### src/pkg/vit_map.svh
// Purpose: Address map, field positions, reset values and timing counts of the interrupt controller.
// Assumes: Included by bare name; definitions only.
// Notes: Byte addresses on a 32-bit AHB-Lite bus, one aligned word per register.
`ifndef VIT_MAP_SVH
`define VIT_MAP_SVH

// ****************************************************************
// Register byte addresses.
// ****************************************************************
`define VIT_ADDR_STATUS 8'h00
`define VIT_ADDR_MASK 8'h04
`define VIT_ADDR_CONTROL 8'h08
`define VIT_ADDR_GPIO_EN 8'h0C
`define VIT_ADDR_GPIO_POL 8'h10
`define VIT_ADDR_TIMER 8'h14
`define VIT_ADDR_VECTOR 8'h18

// ****************************************************************
// Field positions and widths.
// ****************************************************************
`define VIT_NUM_SRC 7
`define VIT_NUM_GPIO 10
`define VIT_CTRL_GLOBAL_EN 0
`define VIT_CTRL_ALT_MODE 1
`define VIT_VEC_VALID 3
`define VIT_SRC_BUS_RESET 0
`define VIT_SRC_TAP_FAST 1
`define VIT_SRC_TAP_SLOW 2
`define VIT_SRC_EP0 3
`define VIT_SRC_EP1 4
`define VIT_SRC_WAKE 5
`define VIT_SRC_GPIO 6

// ****************************************************************
// Reset values.
// ****************************************************************
`define VIT_RST_SRC 7'h00
`define VIT_RST_GPIO 10'h000
`define VIT_RST_TIMER 12'h000
`define VIT_RST_DIV 8'h00

// ****************************************************************
// Timing: one timer tick per microsecond from a 5 ns clock.
// ****************************************************************
`define VIT_CLK_PERIOD_NS 5
`define VIT_TICK_PERIOD_NS 1000
`define VIT_TICK_CYCLES (`VIT_TICK_PERIOD_NS / `VIT_CLK_PERIOD_NS)
`define VIT_TAP_FAST_US 128
`define VIT_TAP_SLOW_US 1024
`define VIT_TAP_FAST_MASK 12'h07F
`define VIT_TAP_SLOW_MASK 12'h3FF

`endif

### src/pkg/vit_pkg.sv
// Purpose: Types shared by the interrupt controller files.
// Assumes: Nothing is imported; users write vit_pkg::name.
// Notes: Offsets and counts live in vit_map.svh.
package vit_pkg;

   // ****************************************************************
   // Acknowledge and return sequence of the vector unit.
   // ****************************************************************
   typedef enum logic [2:0] {
      VIT_SEQ_IDLE,
      VIT_SEQ_PUSH_FIRST,
      VIT_SEQ_PUSH_SECOND,
      VIT_SEQ_POP_SECOND,
      VIT_SEQ_POP_FIRST
   } vit_seq_type;

endpackage

### src/hdl/vit_irq_ctrl.sv
// Purpose: Vectored interrupt controller with free-running timer and GPIO edge logic.
// Assumes: AHB-Lite slave on clk, one word per register; CPU core handshakes vectors.
// Notes: Zero wait states; the CPU core moves the stacked bytes, this block sequences them.
//
// Function
// - Seven maskable sources, each delivered as vector.
// - Sources: reset, two taps, EP0, EP1, wake, GPIO.
// - Twelve-bit counter advancing every microsecond, wrapping.
// - Enabled taps interrupt every 128 us, 1.024 ms.
// - Each endpoint interrupts after its transaction completes.
// - Per-pin GPIO mask gates shared port request.
// - Per-pin rising or falling edge selection.
// - Counter value readable by firmware anytime.
// - Interrupt on start of alternate two-wire activity.
// - Acknowledge disables, pushes two bytes; return restores.
//
// Chosen here: the AHB-Lite register port and the register addresses.
`timescale 1ns/100ps
`include "vit_map.svh"

module vit_irq_ctrl (
   // Clock and reset.
   input wire logic clk,
   input wire logic resetn,

   // AHB-Lite slave.
   input wire logic hsel,
   input wire logic [31:0] haddr,
   input wire logic [1:0] htrans,
   input wire logic hwrite,
   input wire logic [2:0] hsize,
   input wire logic [31:0] hwdata,
   input wire logic hready,
   output logic [31:0] hrdata,
   output logic hreadyout,
   output logic hresp,

   // Event inputs from on-chip logic.
   input wire logic usbBusReset,
   input wire logic ep0Done,
   input wire logic ep1Done,
   input wire logic wakeTimer,

   // Pins.
   input wire logic [7:0] gpioPortZeroPins,
   input wire logic [1:0] gpioPortOnePins,
   input wire logic altSerialDataLine,

   // CPU core handshake.
   input wire logic irqAck,
   input wire logic returnFromInterruptInstr,
   output logic irqReq,
   output logic [2:0] irqVector,
   output logic stackWrite,
   output logic stackRead,
   output logic stackByteSel,

   // Level interrupt.
   output logic irq
);

   // ****************************************************************
   // State of the controller.
   // ****************************************************************
   typedef struct packed {
      logic [6:0] status;         // Sticky event bits, write one to clear.
      logic [6:0] mask;           // Per-source enables.

      logic globalEn;             // Global gate on vectored requests.
      logic altMode;              // Alternate two-wire mode on the data lines.

      logic [9:0] gpioEn;         // Per-pin GPIO enables.
      logic [9:0] gpioPol;        // Per-pin edge, high for rising.

      logic wrPend;               // A write data phase is due.
      logic [7:0] wrAddr;         // Byte address of the pending write.
      logic [31:0] rdata;         // Read data for the data phase.
      logic ready;                // Bus ready, high once out of reset.

      logic irq;                  // Level interrupt.
      logic req;                  // Vectored request to the core.
      logic [2:0] vec;            // Vector on offer.

      vit_pkg::vit_seq_type seq;  // Acknowledge and return sequence.
      logic stackWr;              // Strobe: core writes one stack byte.
      logic stackRd;              // Strobe: core reads one stack byte.
      logic stackByte;            // Which stack byte, low for the first.
   } vit_ctrl_type;

   vit_ctrl_type r_q;
   vit_ctrl_type r_d;

   // Timer and edge detector outputs.
   logic [11:0] timerCount;
   logic tapFast;
   logic tapSlow;
   logic gpioEvent;
   logic altEvent;

   // Combinational helpers.
   logic [6:0] setBits;
   logic [6:0] clrBits;
   logic [6:0] pending;
   logic addrTaken;
   logic ackTaken;

   // Lowest set bit wins; source 0 has the highest priority.
   function automatic logic [2:0] vit_lowest(input logic [6:0] bits);
      logic [2:0] idx;

      idx = 3'h0;
      for (int i = `VIT_NUM_SRC - 1; i >= 0; i--) begin
         if (bits[i]) begin
            idx = 3'(i);
         end
      end
      return idx;
   endfunction

   // ****************************************************************
   // Sub-blocks.
   // ****************************************************************

   // Microsecond counter and its two taps.
   vit_free_timer u_timer (
      .clk(clk),
      .resetn(resetn),
      .count(timerCount),
      .tapFast(tapFast),
      .tapSlow(tapSlow)
   );

   // GPIO edge detection over both ports.
   vit_edge_detect #(.WIDTH(`VIT_NUM_GPIO)) u_gpio (
      .clk(clk),
      .resetn(resetn),
      .pins({gpioPortOnePins, gpioPortZeroPins}),
      .pinEnable(r_q.gpioEn),
      .risingSel(r_q.gpioPol),
      .edgeEvent(gpioEvent)
   );

   // Start of two-wire activity is taken as any falling edge of the data line.
   vit_edge_detect #(.WIDTH(1)) u_alt (
      .clk(clk),
      .resetn(resetn),
      .pins(altSerialDataLine),
      .pinEnable(r_q.altMode),
      .risingSel(1'b0),
      .edgeEvent(altEvent)
   );

   // ****************************************************************
   // Next-state logic.
   // ****************************************************************

   // Bus slave, event capture, priority and the acknowledge sequence.
   always_comb begin
      r_d = r_q;
      r_d.ready = 1'b1;
      r_d.stackWr = 1'b0;
      r_d.stackRd = 1'b0;
      clrBits = `VIT_RST_SRC;

      // Address phase: only NONSEQ or SEQ with the bus ready are taken.
      addrTaken = hsel & htrans[1] & hready;
      r_d.wrPend = addrTaken & hwrite;
      r_d.wrAddr = haddr[7:0];
      r_d.rdata = 32'h0000_0000;

      if (addrTaken & ~hwrite) begin
         case (haddr[7:0])
            `VIT_ADDR_STATUS: r_d.rdata = {25'h0000000, r_q.status};
            `VIT_ADDR_MASK: r_d.rdata = {25'h0000000, r_q.mask};
            `VIT_ADDR_CONTROL: r_d.rdata = {30'h00000000, r_q.altMode, r_q.globalEn};
            `VIT_ADDR_GPIO_EN: r_d.rdata = {22'h000000, r_q.gpioEn};
            `VIT_ADDR_GPIO_POL: r_d.rdata = {22'h000000, r_q.gpioPol};
            `VIT_ADDR_TIMER: r_d.rdata = {20'h00000, timerCount};
            `VIT_ADDR_VECTOR: r_d.rdata = {28'h0000000, r_q.req, r_q.vec};
            // Unmapped addresses read as zero.
            default: r_d.rdata = 32'h0000_0000;
         endcase
      end

      // Each source sets its own sticky bit.
      setBits = `VIT_RST_SRC;
      setBits[`VIT_SRC_BUS_RESET] = usbBusReset | altEvent;
      setBits[`VIT_SRC_TAP_FAST] = tapFast;
      setBits[`VIT_SRC_TAP_SLOW] = tapSlow;
      setBits[`VIT_SRC_EP0] = ep0Done;
      setBits[`VIT_SRC_EP1] = ep1Done;
      setBits[`VIT_SRC_WAKE] = wakeTimer;
      setBits[`VIT_SRC_GPIO] = gpioEvent;

      // Acknowledge takes the vector on offer only while idle.
      ackTaken = irqAck & r_q.req & (r_q.seq == vit_pkg::VIT_SEQ_IDLE);

      // Sequence of two stack bytes on acknowledge and on return.
      case (r_q.seq)
         vit_pkg::VIT_SEQ_IDLE: begin
            // An acknowledge beats a return.
            if (ackTaken) begin
               clrBits[r_q.vec] = 1'b1;
               r_d.globalEn = 1'b0;
               r_d.seq = vit_pkg::VIT_SEQ_PUSH_FIRST;
               r_d.stackWr = 1'b1;
               r_d.stackByte = 1'b0;
            end else if (returnFromInterruptInstr) begin
               r_d.seq = vit_pkg::VIT_SEQ_POP_SECOND;
               r_d.stackRd = 1'b1;
               r_d.stackByte = 1'b1;
            end
         end

         vit_pkg::VIT_SEQ_PUSH_FIRST: begin
            r_d.seq = vit_pkg::VIT_SEQ_PUSH_SECOND;
            r_d.stackWr = 1'b1;
            r_d.stackByte = 1'b1;
         end

         vit_pkg::VIT_SEQ_PUSH_SECOND: begin
            r_d.seq = vit_pkg::VIT_SEQ_IDLE;
            r_d.stackByte = 1'b0;
         end

         vit_pkg::VIT_SEQ_POP_SECOND: begin
            r_d.seq = vit_pkg::VIT_SEQ_POP_FIRST;
            r_d.stackRd = 1'b1;
            r_d.stackByte = 1'b0;
         end

         vit_pkg::VIT_SEQ_POP_FIRST: begin
            // Interrupts come back only after both bytes are restored.
            r_d.seq = vit_pkg::VIT_SEQ_IDLE;
            r_d.globalEn = 1'b1;
         end

         // Unused codes fall back to idle.
         default: begin
            r_d.seq = vit_pkg::VIT_SEQ_IDLE;
         end
      endcase

      // Data phase of a write; a bus write to control overrides the sequence.
      if (r_q.wrPend) begin
         case (r_q.wrAddr)
            `VIT_ADDR_STATUS: clrBits = clrBits | hwdata[6:0];
            `VIT_ADDR_MASK: r_d.mask = hwdata[6:0];
            `VIT_ADDR_CONTROL: begin
               r_d.globalEn = hwdata[`VIT_CTRL_GLOBAL_EN];
               r_d.altMode = hwdata[`VIT_CTRL_ALT_MODE];
            end
            `VIT_ADDR_GPIO_EN: r_d.gpioEn = hwdata[9:0];
            `VIT_ADDR_GPIO_POL: r_d.gpioPol = hwdata[9:0];
            // Read-only and unmapped words ignore writes.
            default: r_d.gpioEn = r_q.gpioEn;
         endcase
      end

      // A new event beats a clear in the same cycle, so no event is lost.
      r_d.status = (r_q.status & ~clrBits) | setBits;

      // Level interrupt from unmasked sticky bits.
      pending = r_q.status & r_q.mask & ~clrBits;
      r_d.irq = |(r_q.status & r_q.mask);

      // Vectored request, gated globally and held off during a sequence.
      r_d.req = r_q.globalEn & r_d.globalEn & (|pending) & (r_d.seq == vit_pkg::VIT_SEQ_IDLE);
      r_d.vec = vit_lowest(pending);
   end

   // ****************************************************************
   // State register.
   // ****************************************************************

   // Everything resets to a known value; the global enable comes up cleared.
   always_ff @(posedge clk) begin
      if (!resetn) begin
         r_q <= '0;
         r_q.seq <= vit_pkg::VIT_SEQ_IDLE;
      end else begin
         r_q <= r_d;
      end
   end

   // ****************************************************************
   // Outputs, each straight from the state register except hresp, tied low.
   // ****************************************************************
   assign hrdata = r_q.rdata;
   assign hreadyout = r_q.ready;
   // Every transfer ends OKAY.
   assign hresp = 1'b0;

   assign irqReq = r_q.req;
   assign irqVector = r_q.vec;
   assign stackWrite = r_q.stackWr;
   assign stackRead = r_q.stackRd;
   assign stackByteSel = r_q.stackByte;

   assign irq = r_q.irq;

endmodule

### src/hdl/vit_free_timer.sv
// Purpose: Free-running 12-bit microsecond counter with two periodic taps.
// Assumes: Single 200 MHz clock, synchronous active-low reset.
// Notes: Tap pulses last one clock cycle, at the tick that wraps the tap field.
`timescale 1ns/100ps
`include "vit_map.svh"

module vit_free_timer (
   // Clock and reset.
   input wire logic clk,
   input wire logic resetn,
   // Counter value and tap pulses.
   output logic [11:0] count,
   output logic tapFast,
   output logic tapSlow
);

   // ****************************************************************
   // State of the timer.
   // ****************************************************************
   typedef struct packed {
      logic [7:0] div;     // Clock cycles within the current microsecond.
      logic [11:0] count;  // Microsecond count, wraps by itself.
      logic tapFast;       // One-cycle pulse every 128 us.
      logic tapSlow;       // One-cycle pulse every 1.024 ms.
   } vit_timer_type;

   vit_timer_type r_q;
   vit_timer_type r_d;

   // Divider and counter; taps fire when the tap field is about to wrap.
   always_comb begin
      r_d = r_q;
      r_d.tapFast = 1'b0;
      r_d.tapSlow = 1'b0;
      if (r_q.div == 8'(`VIT_TICK_CYCLES - 1)) begin
         r_d.div = `VIT_RST_DIV;
         r_d.count = r_q.count + 12'h001;
         r_d.tapFast = ((r_q.count & `VIT_TAP_FAST_MASK) == `VIT_TAP_FAST_MASK);
         r_d.tapSlow = ((r_q.count & `VIT_TAP_SLOW_MASK) == `VIT_TAP_SLOW_MASK);
      end else begin
         r_d.div = r_q.div + 8'h01;
      end
   end

   // Register the timer state.
   always_ff @(posedge clk) begin
      if (!resetn) begin
         r_q <= '0;
      end else begin
         r_q <= r_d;
      end
   end

   assign count = r_q.count;
   assign tapFast = r_q.tapFast;
   assign tapSlow = r_q.tapSlow;

endmodule

### src/hdl/vit_edge_detect.sv
// Purpose: Synchronises pins and raises one pulse on a selected edge of an enabled pin.
// Assumes: Pins are asynchronous to clk.
// Notes: Polarity bit high selects rising edge, low selects falling edge.
`timescale 1ns/100ps

module vit_edge_detect #(
   parameter int WIDTH = 10
) (
   // Clock and reset.
   input wire logic clk,
   input wire logic resetn,
   // Pins and per-pin controls.
   input wire logic [WIDTH-1:0] pins,
   input wire logic [WIDTH-1:0] pinEnable,
   input wire logic [WIDTH-1:0] risingSel,
   // Combined edge pulse.
   output logic edgeEvent
);

   // ****************************************************************
   // State of the detector.
   // ****************************************************************
   typedef struct packed {
      logic [WIDTH-1:0] meta;  // First synchroniser stage, read only by the second.
      logic [WIDTH-1:0] sync;  // Second synchroniser stage.
      logic [WIDTH-1:0] prev;  // Previous synchronised level.
      logic edgeEvent;         // One-cycle pulse on a qualifying edge.
   } vit_edge_type;

   vit_edge_type r_q;
   vit_edge_type r_d;
   logic [WIDTH-1:0] rise;
   logic [WIDTH-1:0] fall;

   // Edge selection per pin, masked per pin, then ORed into one request.
   always_comb begin
      r_d = r_q;
      r_d.meta = pins;
      r_d.sync = r_q.meta;
      r_d.prev = r_q.sync;
      rise = r_q.sync & ~r_q.prev;
      fall = ~r_q.sync & r_q.prev;
      r_d.edgeEvent = |(((risingSel & rise) | (~risingSel & fall)) & pinEnable);
   end

   // Register; the zeroed stages may show one false rising edge after reset, which
   // the enables, also reset low, keep out: no bus write can land that early.
   always_ff @(posedge clk) begin
      if (!resetn) begin
         r_q <= '0;
      end else begin
         r_q <= r_d;
      end
   end

   assign edgeEvent = r_q.edgeEvent;

endmodule

### config.mk
export PLATFORM = sky130hd
export DESIGN_NAME = vit_irq_ctrl
export DESIGN_NICKNAME = d
export VERILOG_FILES = /design/src/pkg/vit_pkg.sv /design/src/hdl/vit_irq_ctrl.sv /design/src/hdl/vit_free_timer.sv /design/src/hdl/vit_edge_detect.sv
export VERILOG_INCLUDE_DIRS = /design/src /design/src/pkg
export SDC_FILE = /design/constraint.sdc
export NUM_CORES = 1
export LEC_CHECK = 0
export BUFFER_PORTS_ARGS = -buffer_cell sky130_fd_sc_hd__buf_2
export CAP_MARGIN = 10
export CORE_UTILIZATION = 55
export CTS_CLUSTER_SIZE = 20
export DETAILED_ROUTE_END_ITERATION = 10
export PLACE_DENSITY_LB_ADDON = 0.2
export SKIP_LAST_GASP = 1
export SLEW_MARGIN = 0
export SYNTH_ARGS = -nofsm -noshare
export SYNTH_HDL_FRONTEND = slang
export SYNTH_HIERARCHICAL = 1
export SYNTH_SLANG_ARGS = --single-unit
### constraint.sdc
create_clock -name clk -period 3 [get_ports clk]
set_input_delay 0.15 -clock clk [delete_from_list [all_inputs] [get_ports clk]]
set_output_delay 0.15 -clock clk [all_outputs]
set_load 0.02 [all_outputs]
==> results of run 1 <==
[sequential cells by signal (all words and copies together) (netlist names)]
signal	count
u_gpio/r_d	20
u_alt/r_d	2
hreadyout	1
stackByteSel	1
r_q	48
u_timer/tapFast	1
stackWrite	1
irqReq	1
stackRead	1
u_alt/r_q	1
irq	1
hrdata	12
u_gpio/edgeEvent	1
u_alt/edgeEvent	1
irqVector	3
u_timer/tapSlow	1
u_timer/count	12
u_gpio/r_q	10
u_timer/r_q	8
[final cells by class]
cell class                      count  area (um^2)
Multi-Input combinational cell    419         2530
Clock buffer                       19          442
Inverter                            9         33.8
Sequential cell                   126         2520
Tap cell                          129          161
Timing Repair Buffer              103          708
Clock inverter                     12          136
Fill cell                         752         2880
[report_power, final]
| part | switching (mW) | internal, mW | total [mW] |
|---|---|---|---|
| Sequential | 0.0257 | 1.71 | 1.74 |
| Clock | 0.754 | 1.23 | 1.98 |
| Combinational | 0.112 | 0.0870 | 0.199 |
[synth_stat cells (3+ instances only)]
master     count
nor3_1         9
o22ai_1        6
a221oi_1       4
a21oi_1       43
and2_1        42
dfxtp_1      126
nand4_1       15
a32oi_1        3
xnor2_1        5
nor2_1        57
nand2b_1       9
o21ai_0        3
and3_1         5
a22oi_1       13
nor4_1         5
nand4bb_1      3
nand3b_1       4
inv_1          9
nand4b_1       5
xor2_1         6
nand2_1       62
and4b_1        3
nand3_1       17
mux2i_1       19
a31oi_1        6
clkbuf_1      18
buf_4         48
[metal layers]
layer  track usage (%)  vias to the layer above  share of wire [%]
met2              45.3                      144                 48
met1              32.2                     2140                 45
met4              9.25                        0                1.8
met3              6.35                       16                4.8
met5                 0                        -                  0
li1                  -                     2200                  -
[logic make-up after synthesis]
logic type                 count (synthesis)
buffers and inverters                     77
DFF                                      126
xor gates and xnor gates                  11
muxes                                     21
other                                      1
AOI/OAI and AO/OA                         99
adders and majority gates                  2
and+or+nand+nor                          263
[through the flow]
step,hold WS (ns),power (mW),setup slack (ns)
final,0.0241,3.92,0.773
after global routing,0.00552,4.04,0.653
after CTS,0.0110,3.93,0.867
after detailed placement,0.359,1.93,0.880
after global placement,0.355,1.93,0.851
after floorplan,0.178,1.89,1.13
[path summary, 6_finish.rpt]
check	startpoint	to	slack [ns]	cells after the start
worst max-delay path	haddr[1]	hrdata[9]	0.77	8
worst min-delay path	haddr[3]	r_q[47]	0.02	2
worst max register to register	r_q[47]	r_q[55]	0.82	4
worst min register to register	u_gpio/r_d[18]	u_gpio/r_d[8]	0.43	1
[what timing repair did]
item                                   4_1_cts  5_1_grt
endpoints found under the hold margin       52        0
hold buffers                                35        0
gates resized for setup                      0        0
setup buffers                                0        0
==> flow_metrics.tcl, run 1 <==
set metrics [dict create \
    status "finished clean" \
    dp.cells 751 \
    ys_seq_area_share_pct 46.3 \
    crit_path_end_kind "flop" \
    rsz0062_at_grt "no" \
    clkTransAtPathRegs_ns 0.06 \
    post-route-drc-count 0 \
    hp-class "input port to flop" \
    start_util_pct 57.8 \
    cp_max_fo 9 \
    final_nets 769 \
    synth_top_area_cell "dfxtp_1" \
    wl_per_cell_um 15.7 \
    wirelength_mm 12.8 \
    vias 4500 \
    clock_path_buffers 2 \
    io_pins 133 \
    max_stage_delay_ns 0.66 \
    fin_util_pct 69.4 \
    synthToLayoutAreaGrowth_pct 20.0 \
    grt_max_degree 54 \
    synth_compound_area_share_pct 12.3 \
    final_cell_mix "dfxtp_1, nand2_1, buf_2, nor2_1, a21oi_1" \
    grt_pass1_vias 4311 \
    netlist.area_leader.share_pct 46.3 \
    grt_antenna_before_repair 0 \
    drtIter0Drc 221 \
    min_period_ns 2.23 \
    worst_slew_pin_slew_ns 0.814 \
    crit_type "input port to flop" \
    finClkSkew_ns 0.00737 \
    grt_overflow_total 0 \
    placed_cell_area_mm2 0.00561 \
    gp_congestion 0.875 \
    drive_above_1_share_pct 17.3 \
    relSlewSlack_pct 45.6 \
    slew_violations 0 \
    startpoint_type "input port" \
    synth_area_mm2 0.00545 \
    coreArea_mm2 0.00942 \
    synth_flop_cell "dfxtp_1" \
    leakage_nw 2.62 \
    grt.total_usage_pct 26.4 \
    port_buffers 61 \
    max-cap-violations 0 \
    cts_max_level 4 \
    design_area_mm2 0.00653 \
    die_w_um 102 \
    die-area_mm2 0.0103 \
    num_antenna_cells 0 \
    worstPathRequired_ns 3.42 \
    period_share_pct 74.2 \
    clk_latency_ns 0.51 \
    rows 35 \
    cp_top_family "simple AND/OR/NAND/NOR gates" \
    max_freq_ghz 0.449 \
    synth_warnings 6 \
    clock-sinks 126 \
    cts_tree "built" \
    critical_path.cell_chain "dlygate4sd3_1 > buf_2 > nor4_1 > buf_4 > nand3b_1 > nor3b_2 > a22oi_1 > a21oi_1" \
    numCtsBuffers 17 \
    grt_pass1_wl_mm 20.7 \
    finalHoldViolations 0 \
    layout_commonest_cell "dfxtp_1" \
    ys_ff_latch 126 \
    tns_ns 0 \
    report.final.setup_viol 0 \
    die_h_um 102 \
    synth_area_leaders "dfxtp_1, buf_4, and2_1" \
    synth_cell_type_count 66 \
    final_antenna_net_count 0 \
    final_cells 817 \
    cp_slowest_cell "nor3b_2" \
    dpl.hpwl_mm 8.64 \
    ir_drop_uv 541 \
    synthCells 600 \
    yosys.area_share.adder_pct 0.459 \
    synth-edff-count 0 \
    p_per_area_mw_per_mm2 599 \
    worst-path-buf-inv 3 \
    viasPerCell 5.51 \
    cts_root_buf "clkbuf_8" \
    async_reset_ff_share_pct 0 \
    synth_mux_area_share_pct 3.91 \
    synth_top_family_by_area "simple AND/OR/NAND/NOR gates" \
    synth_simple_gate_area_share_pct 26.4 \
    dr.pass1.iters 6 \
    synthXorXnorAreaFrac_pct 1.77 \
    synth_area_per_cell_um2 9.08 \
    arrival_ns 2.65 \
]
Note: power is estimated with default switching activity, not from simulation.
==> run 2: changes to the inputs <==
--- a/config.mk
+++ b/config.mk
@@ -8,7 +8,7 @@
 export LEC_CHECK = 0
 export BUFFER_PORTS_ARGS = -buffer_cell sky130_fd_sc_hd__buf_2
 export CAP_MARGIN = 10
-export CORE_UTILIZATION = 55
+export CORE_UTILIZATION = 53
 export CTS_CLUSTER_SIZE = 20
 export DETAILED_ROUTE_END_ITERATION = 10
 export PLACE_DENSITY_LB_ADDON = 0.2
==> constraint.sdc (replaced) <==
create_clock -name clk -period 2.1 [get_ports clk]
set_input_delay 0.105 -clock clk [delete_from_list [all_inputs] [get_ports clk]]
set_output_delay 0.105 -clock clk [all_outputs]
set_load 0.02 [all_outputs]
==> run 2 against run 1 <==
Critical path depth is 3 lower. Via count is 1.5% higher. Final area grew 2.8%. Sequential power increased by 43%. Clock power increased by 54%. Final cell count is 2.6% higher. Combinational power rose by 51%. Utilization is 1.3 points lower. Worst hold slack better by 0.087 ns. Count of clock-buffer cells in the layout down 2. Die area rose by 3.7%. First-iteration DRC count up 2.3%.
==> flow_metrics.tcl, run 2 (synthesized netlist as in run 1, its figures left out) <==
set metrics [dict create \
    status "finished clean" \
    clock-sinks 126 \
    arrival_ns 2.40 \
    die_w_um 103 \
    numCtsBuffers 17 \
    max-cap-violations 0 \
    port_buffers 61 \
    ff2ff_path_depth 5 \
    use_met3_pct 5.58 \
    tns_ns 0 \
    gp_congestion 0.872 \
    grt_pass1_wl_mm 20.5 \
    dp.cells 768 \
    max_freq_ghz 0.501 \
    die_h_um 103 \
    grtUsageMet2_pct 44.0 \
    synthToLayoutAreaGrowth_pct 23.3 \
    die-area_mm2 0.0107 \
    grt.busiest_layer "met2" \
    final_cell_mix "dfxtp_1, nand2_1, buf_2, nor2_1, a21oi_1" \
    reg2reg_from "r_q[49]" \
    grt_overflow_total 0 \
    placed_cell_area_mm2 0.00571 \
    final_antenna_net_count 0 \
    startpoint_type "flop" \
    hold_end "hrdata[10]" \
    min_period_ns 2.00 \
    dr.pass1.iters 5 \
    worstPathRequired_ns 2.51 \
    layout_commonest_cell "dfxtp_1" \
    finalHoldViolations 0 \
    post-route-drc-count 0 \
    largest_register_ffs 48 \
    slew_violations 0 \
    rrSetupSlack_ns 0.10 \
    cp_top_family "simple AND/OR/NAND/NOR gates" \
    ir_drop_uv 612 \
    vias 4568 \
    cp_slowest_cell "or4b_4" \
    coreArea_mm2 0.00986 \
    grt_pass1_vias 4277 \
    worst-path-buf-inv 0 \
    fin_ws_ns 0.104 \
    p_per_area_mw_per_mm2 868 \
    largest-register "r_q" \
    start_util_pct 55.2 \
    whs_ns 0.111 \
    crit_path_end_kind "flop" \
    cts_max_level 4 \
    path_depth 5 \
    relSlewSlack_pct 61.5 \
    rows 36 \
    finalPower_mw 5.83 \
    drive_above_1_share_pct 19.0 \
    final_nets 785 \
    r2r-end "irqReq" \
    period_share_pct 95.0 \
    fillers 754 \
    hold-path-cell-count 4 \
    max_stage_delay_ns 0.56 \
    io_pins 133 \
    report.final.setup_viol 0 \
    final_cells 838 \
    rsz0062_at_grt "no" \
    cts_tree "built" \
    wirelength_mm 13.0 \
    clk_latency_ns 0.52 \
    wl_per_cell_um 15.5 \
    crit_type "flop to flop" \
    viasPerCell 5.45 \
    clkTransAtPathRegs_ns 0.06 \
    clock_path_buffers 2 \
    fin_util_pct 68.1 \
    met1_usage_pct 31.1 \
    hp-class "input port to flop" \
    min-delay-start "hready" \
    critical_path.cell_chain "or4b_4 > nor3_2 > a221oi_1 > nand3b_1 > o311a_1" \
    drtIter0Drc 226 \
    dpl.hpwl_mm 8.82 \
    preCtsSetupSlack_ns 0.117 \
    leakage_nw 2.72 \
    cts_root_buf "clkbuf_8" \
    design_area_mm2 0.00672 \
    finClkSkew_ns 0.00950 \
    num_antenna_cells 0 \
    worst_slew_pin_slew_ns 0.577 \
    grt_max_degree 41 \
    cp_max_fo 4 \
    grt_antenna_before_repair 0 \
    grt.total_usage_pct 25.6 \
    cts_setup_buffers 0 \
]
==> run 2: worst max-delay path by stage <==
stage / startpoint / to
finish: r_q[49] / irqReq
global route: r_q[49] / irqReq
CTS: r_q[49] / irqReq
detailed placement: r_q[49] / irqReq
global placement: r_q[49] / irqReq
floorplan: r_q[49] / irqReq
==> run 2: final cells by class <==
cell class | instances | area (um^2) | area share [%]
Clock buffer | 17 | 414 | 6.17
Clock inverter | 15 | 209 | 3.11
Inverter | 9 | 33.8 | 0.503
Multi-Input combinational cell | 419 | 2540 | 37.8
Sequential cell | 126 | 2520 | 37.5
Tap cell | 133 | 166 | 2.48
Timing Repair Buffer | 119 | 836 | 12.4
==> run 2: metal layers <==
layer | wire, um | share of wire [%] | vias up
li1 | - | - | 2237
met1 | 5540 | 43 | 2177
met2 | 6580 | 51 | 139
met3 | 676 | 5.2 | 15
met4 | 170 | 1.3 | 0
met5 | 0 | 0 | -
==> run 2: repair_timing <==
item	4_1_cts	5_1_grt
hold buffers	38	0
resized for setup	0	1
endpoints found under the hold margin	61	0
endpoints found under the setup margin	0	1
==> run 2: where the power goes <==
| group | leakage (nW) | switching (mW) | internal [mW] | total (mW) |
|---|---|---|---|---|
| logic | 1.40 | 0.166 | 0.134 | 0.300 |
| registers | 1.03 | 0.0357 | 2.44 | 2.48 |
| clock network | 0.296 | 1.10 | 1.94 | 3.05 |
==> run 2: worst min-delay path, cell delays in order <==
cell and delay, ns:
buf_2 0.10, nand4_1 0.11, nor2_1 0.08, and3_1 0.18
==> run 3: changes to the inputs <==
--- a/config.mk
+++ b/config.mk
@@ -6,9 +6,12 @@
 export SDC_FILE = /design/constraint.sdc
 export NUM_CORES = 1
 export LEC_CHECK = 0
+export ABC_CLOCK_PERIOD_IN_PS = 2100
 export BUFFER_PORTS_ARGS = -buffer_cell sky130_fd_sc_hd__buf_2
 export CAP_MARGIN = 10
-export CORE_UTILIZATION = 53
+export CELL_PAD_IN_SITES_DETAIL_PLACEMENT = 0
+export CELL_PAD_IN_SITES_GLOBAL_PLACEMENT = 1
+export CORE_UTILIZATION = 40
 export CTS_CLUSTER_SIZE = 20
 export DETAILED_ROUTE_END_ITERATION = 10
 export PLACE_DENSITY_LB_ADDON = 0.2
==> run 3 against run 2 <==
Final area grew 0.54%. First-iteration DRC count grew 51%. Die area grew 32%. Critical path type is now input port to flop.
==> flow_metrics.tcl, run 3 (synthesized netlist as in run 1, its figures left out) <==
set metrics [dict create \
    final_nets 783 \
    port_buffers 61 \
    layout_commonest_cell "dfxtp_1" \
    p_switching_mw 1.19 \
    ir_drop_uv 533 \
    critical_path.cell_chain "dlygate4sd3_1 > buf_2 > nor4_1 > buf_4 > or3b_1 > nor2_4 > buf_4 > a222oi_1 > a21oi_1" \
    coreArea_mm2 0.0132 \
    reg2reg_from "r_q[49]" \
    combPwrFrac_pct 4.9 \
    drive_above_1_share_pct 19.1 \
    period_share_pct 96.3 \
    start_util_pct 41.1 \
    finClkSkew_ns 0.00649 \
    min-delay-start "hwdata[0]" \
    sw_frac_of_total_pct 20.2 \
    cp_top_family "buffers and inverters" \
    gp_congestion 0.853 \
    hp-class "input port to flop" \
    tns_ns 0 \
    leakage_nw 2.73 \
    hold-path-cell-count 3 \
    grt_antenna_before_repair 0 \
    grt_pass1_wl_mm 21.3 \
    final_cells 877 \
    worstPathRequired_ns 2.43 \
    status "finished clean" \
    vias 4460 \
    worst_slew_pin_slew_ns 0.543 \
    r2r-end "irqReq" \
    ff2ff_path_depth 5 \
    cp_max_fo 7 \
    startpoint_type "input port" \
    final_cell_mix "dfxtp_1, nand2_1, buf_2, nor2_1, a21oi_1" \
    crit_path_end_kind "flop" \
    dp.cells 816 \
    max-cap-violations 0 \
    largest-register "r_q" \
    viasPerCell 5.09 \
    hold_end "r_q[63]" \
    crit_type "input port to flop" \
    slew_violations 0 \
    dpl.hpwl_mm 9.44 \
    fin_util_pct 51.0 \
    wirelength_mm 13.1 \
    final_antenna_net_count 0 \
    min_period_ns 2.02 \
    report.final.setup_viol 0 \
    grt_overflow_total 0 \
    num_antenna_cells 0 \
    fin_ws_ns 0.0786 \
    cpMostUsedCell "buf_4" \
    p_per_area_mw_per_mm2 873 \
    io_pins 133 \
    clkTransAtPathRegs_ns 0.05 \
    cp_slowest_cell "dlygate4sd3_1" \
    cts_max_level 4 \
    largest_register_ffs 48 \
    die-area_mm2 0.0141 \
    rrSetupSlack_ns 0.16 \
    max_freq_ghz 0.495 \
    preCtsSetupSlack_ns 0.115 \
    clock-sinks 126 \
    dr.pass1.iters 4 \
    cts_setup_buffers 0 \
    finalHoldViolations 0 \
    relSlewSlack_pct 63.8 \
    grt_pass1_vias 4236 \
    p_int_mw 4.71 \
    arrival_ns 2.35 \
    die_h_um 119 \
    die_w_um 119 \
    cts_root_buf "clkbuf_16" \
    numCtsBuffers 17 \
    max_stage_delay_ns 0.53 \
    p_seq_share_pct 42.1 \
    worst-path-buf-inv 4 \
    grt.total_usage_pct 19.6 \
    clock_path_buffers 2 \
    rows 42 \
    grt_max_degree 33 \
    synthToLayoutAreaGrowth_pct 24.0 \
    cts_tree "built" \
    rsz0062_at_grt "no" \
    post-route-drc-count 0 \
    clk_latency_ns 0.41 \
    drtIter0Drc 342 \
    wl_per_cell_um 15.0 \
    power_frac_clock_pct 53.0 \
]
## run 3: how the worst max path moves through the flow
stage,cells after the start,start,end
finish,9,haddr[1],hrdata[6]
global route,9,haddr[1],hrdata[6]
CTS,9,haddr[1],hrdata[6]
detailed placement,5,r_q[49],irqReq
global placement,5,r_q[49],irqReq
floorplan,5,r_q[49],irqReq
## run 3: power by group through the flow
stage	clock network (mW)	logic (mW)	registers [mW]
2_1_floorplan	0	0.177	2.53
5_1_grt	3.32	0.320	2.49
3_5_place_dp	0	0.248	2.53
6_report	3.12	0.291	2.48
3_3_place_gp	0	0.243	2.53
4_1_cts	3.18	0.291	2.48
## run 3: repair_timing
| item | CTS | global route |
|---|---|---|
| setup endpoints to repair | 0 | 1 |
| resized for setup | 0 | 2 |
| hold buffers | 31 | 0 |
| endpoints found under the hold margin | 34 | 0 |
## run 3: layout make-up
class | instances | area (um^2)
fill | 1273 | 6490
multi-input combinational | 419 | 2540
sequential | 126 | 2520
timing repair buffer | 117 | 803
clock buffer | 25 | 505
tap | 176 | 220
clock inverter | 5 | 128
inverter | 9 | 33.8
## run 3: metal layers
layer / GRT usage (%) / share of wire (%) / vias up
li1: - / - / 2224
met1: 24.7 / 46 / 2126
met2: 32.2 / 48 / 95
met3: 5.74 / 4.5 / 15
met4: 6.17 / 1.1 / 0
met5: 0 / 0 / -
## run 3: through the flow
stage               instance area (um^2)  hold slack [ns]  total power, mW
floorplan                           5530            0.133             2.70
global placement                    5800            0.309             2.77
detailed placement                  5800            0.316             2.78
CTS                                 6740          0.00430             5.95
global route                        6750          0.00939             6.13
finish                              6750           0.0139             5.90
## run 3: worst reg2reg max path: cells and delay by family, from the launching register on
| family | cells | cell delay, ns |
|---|---|---|
| and+or+nand+nor | 3 | 1.03 |
| AOI/OAI and AO/OA | 2 | 0.48 |
| DFF | 1 | 0.31 |
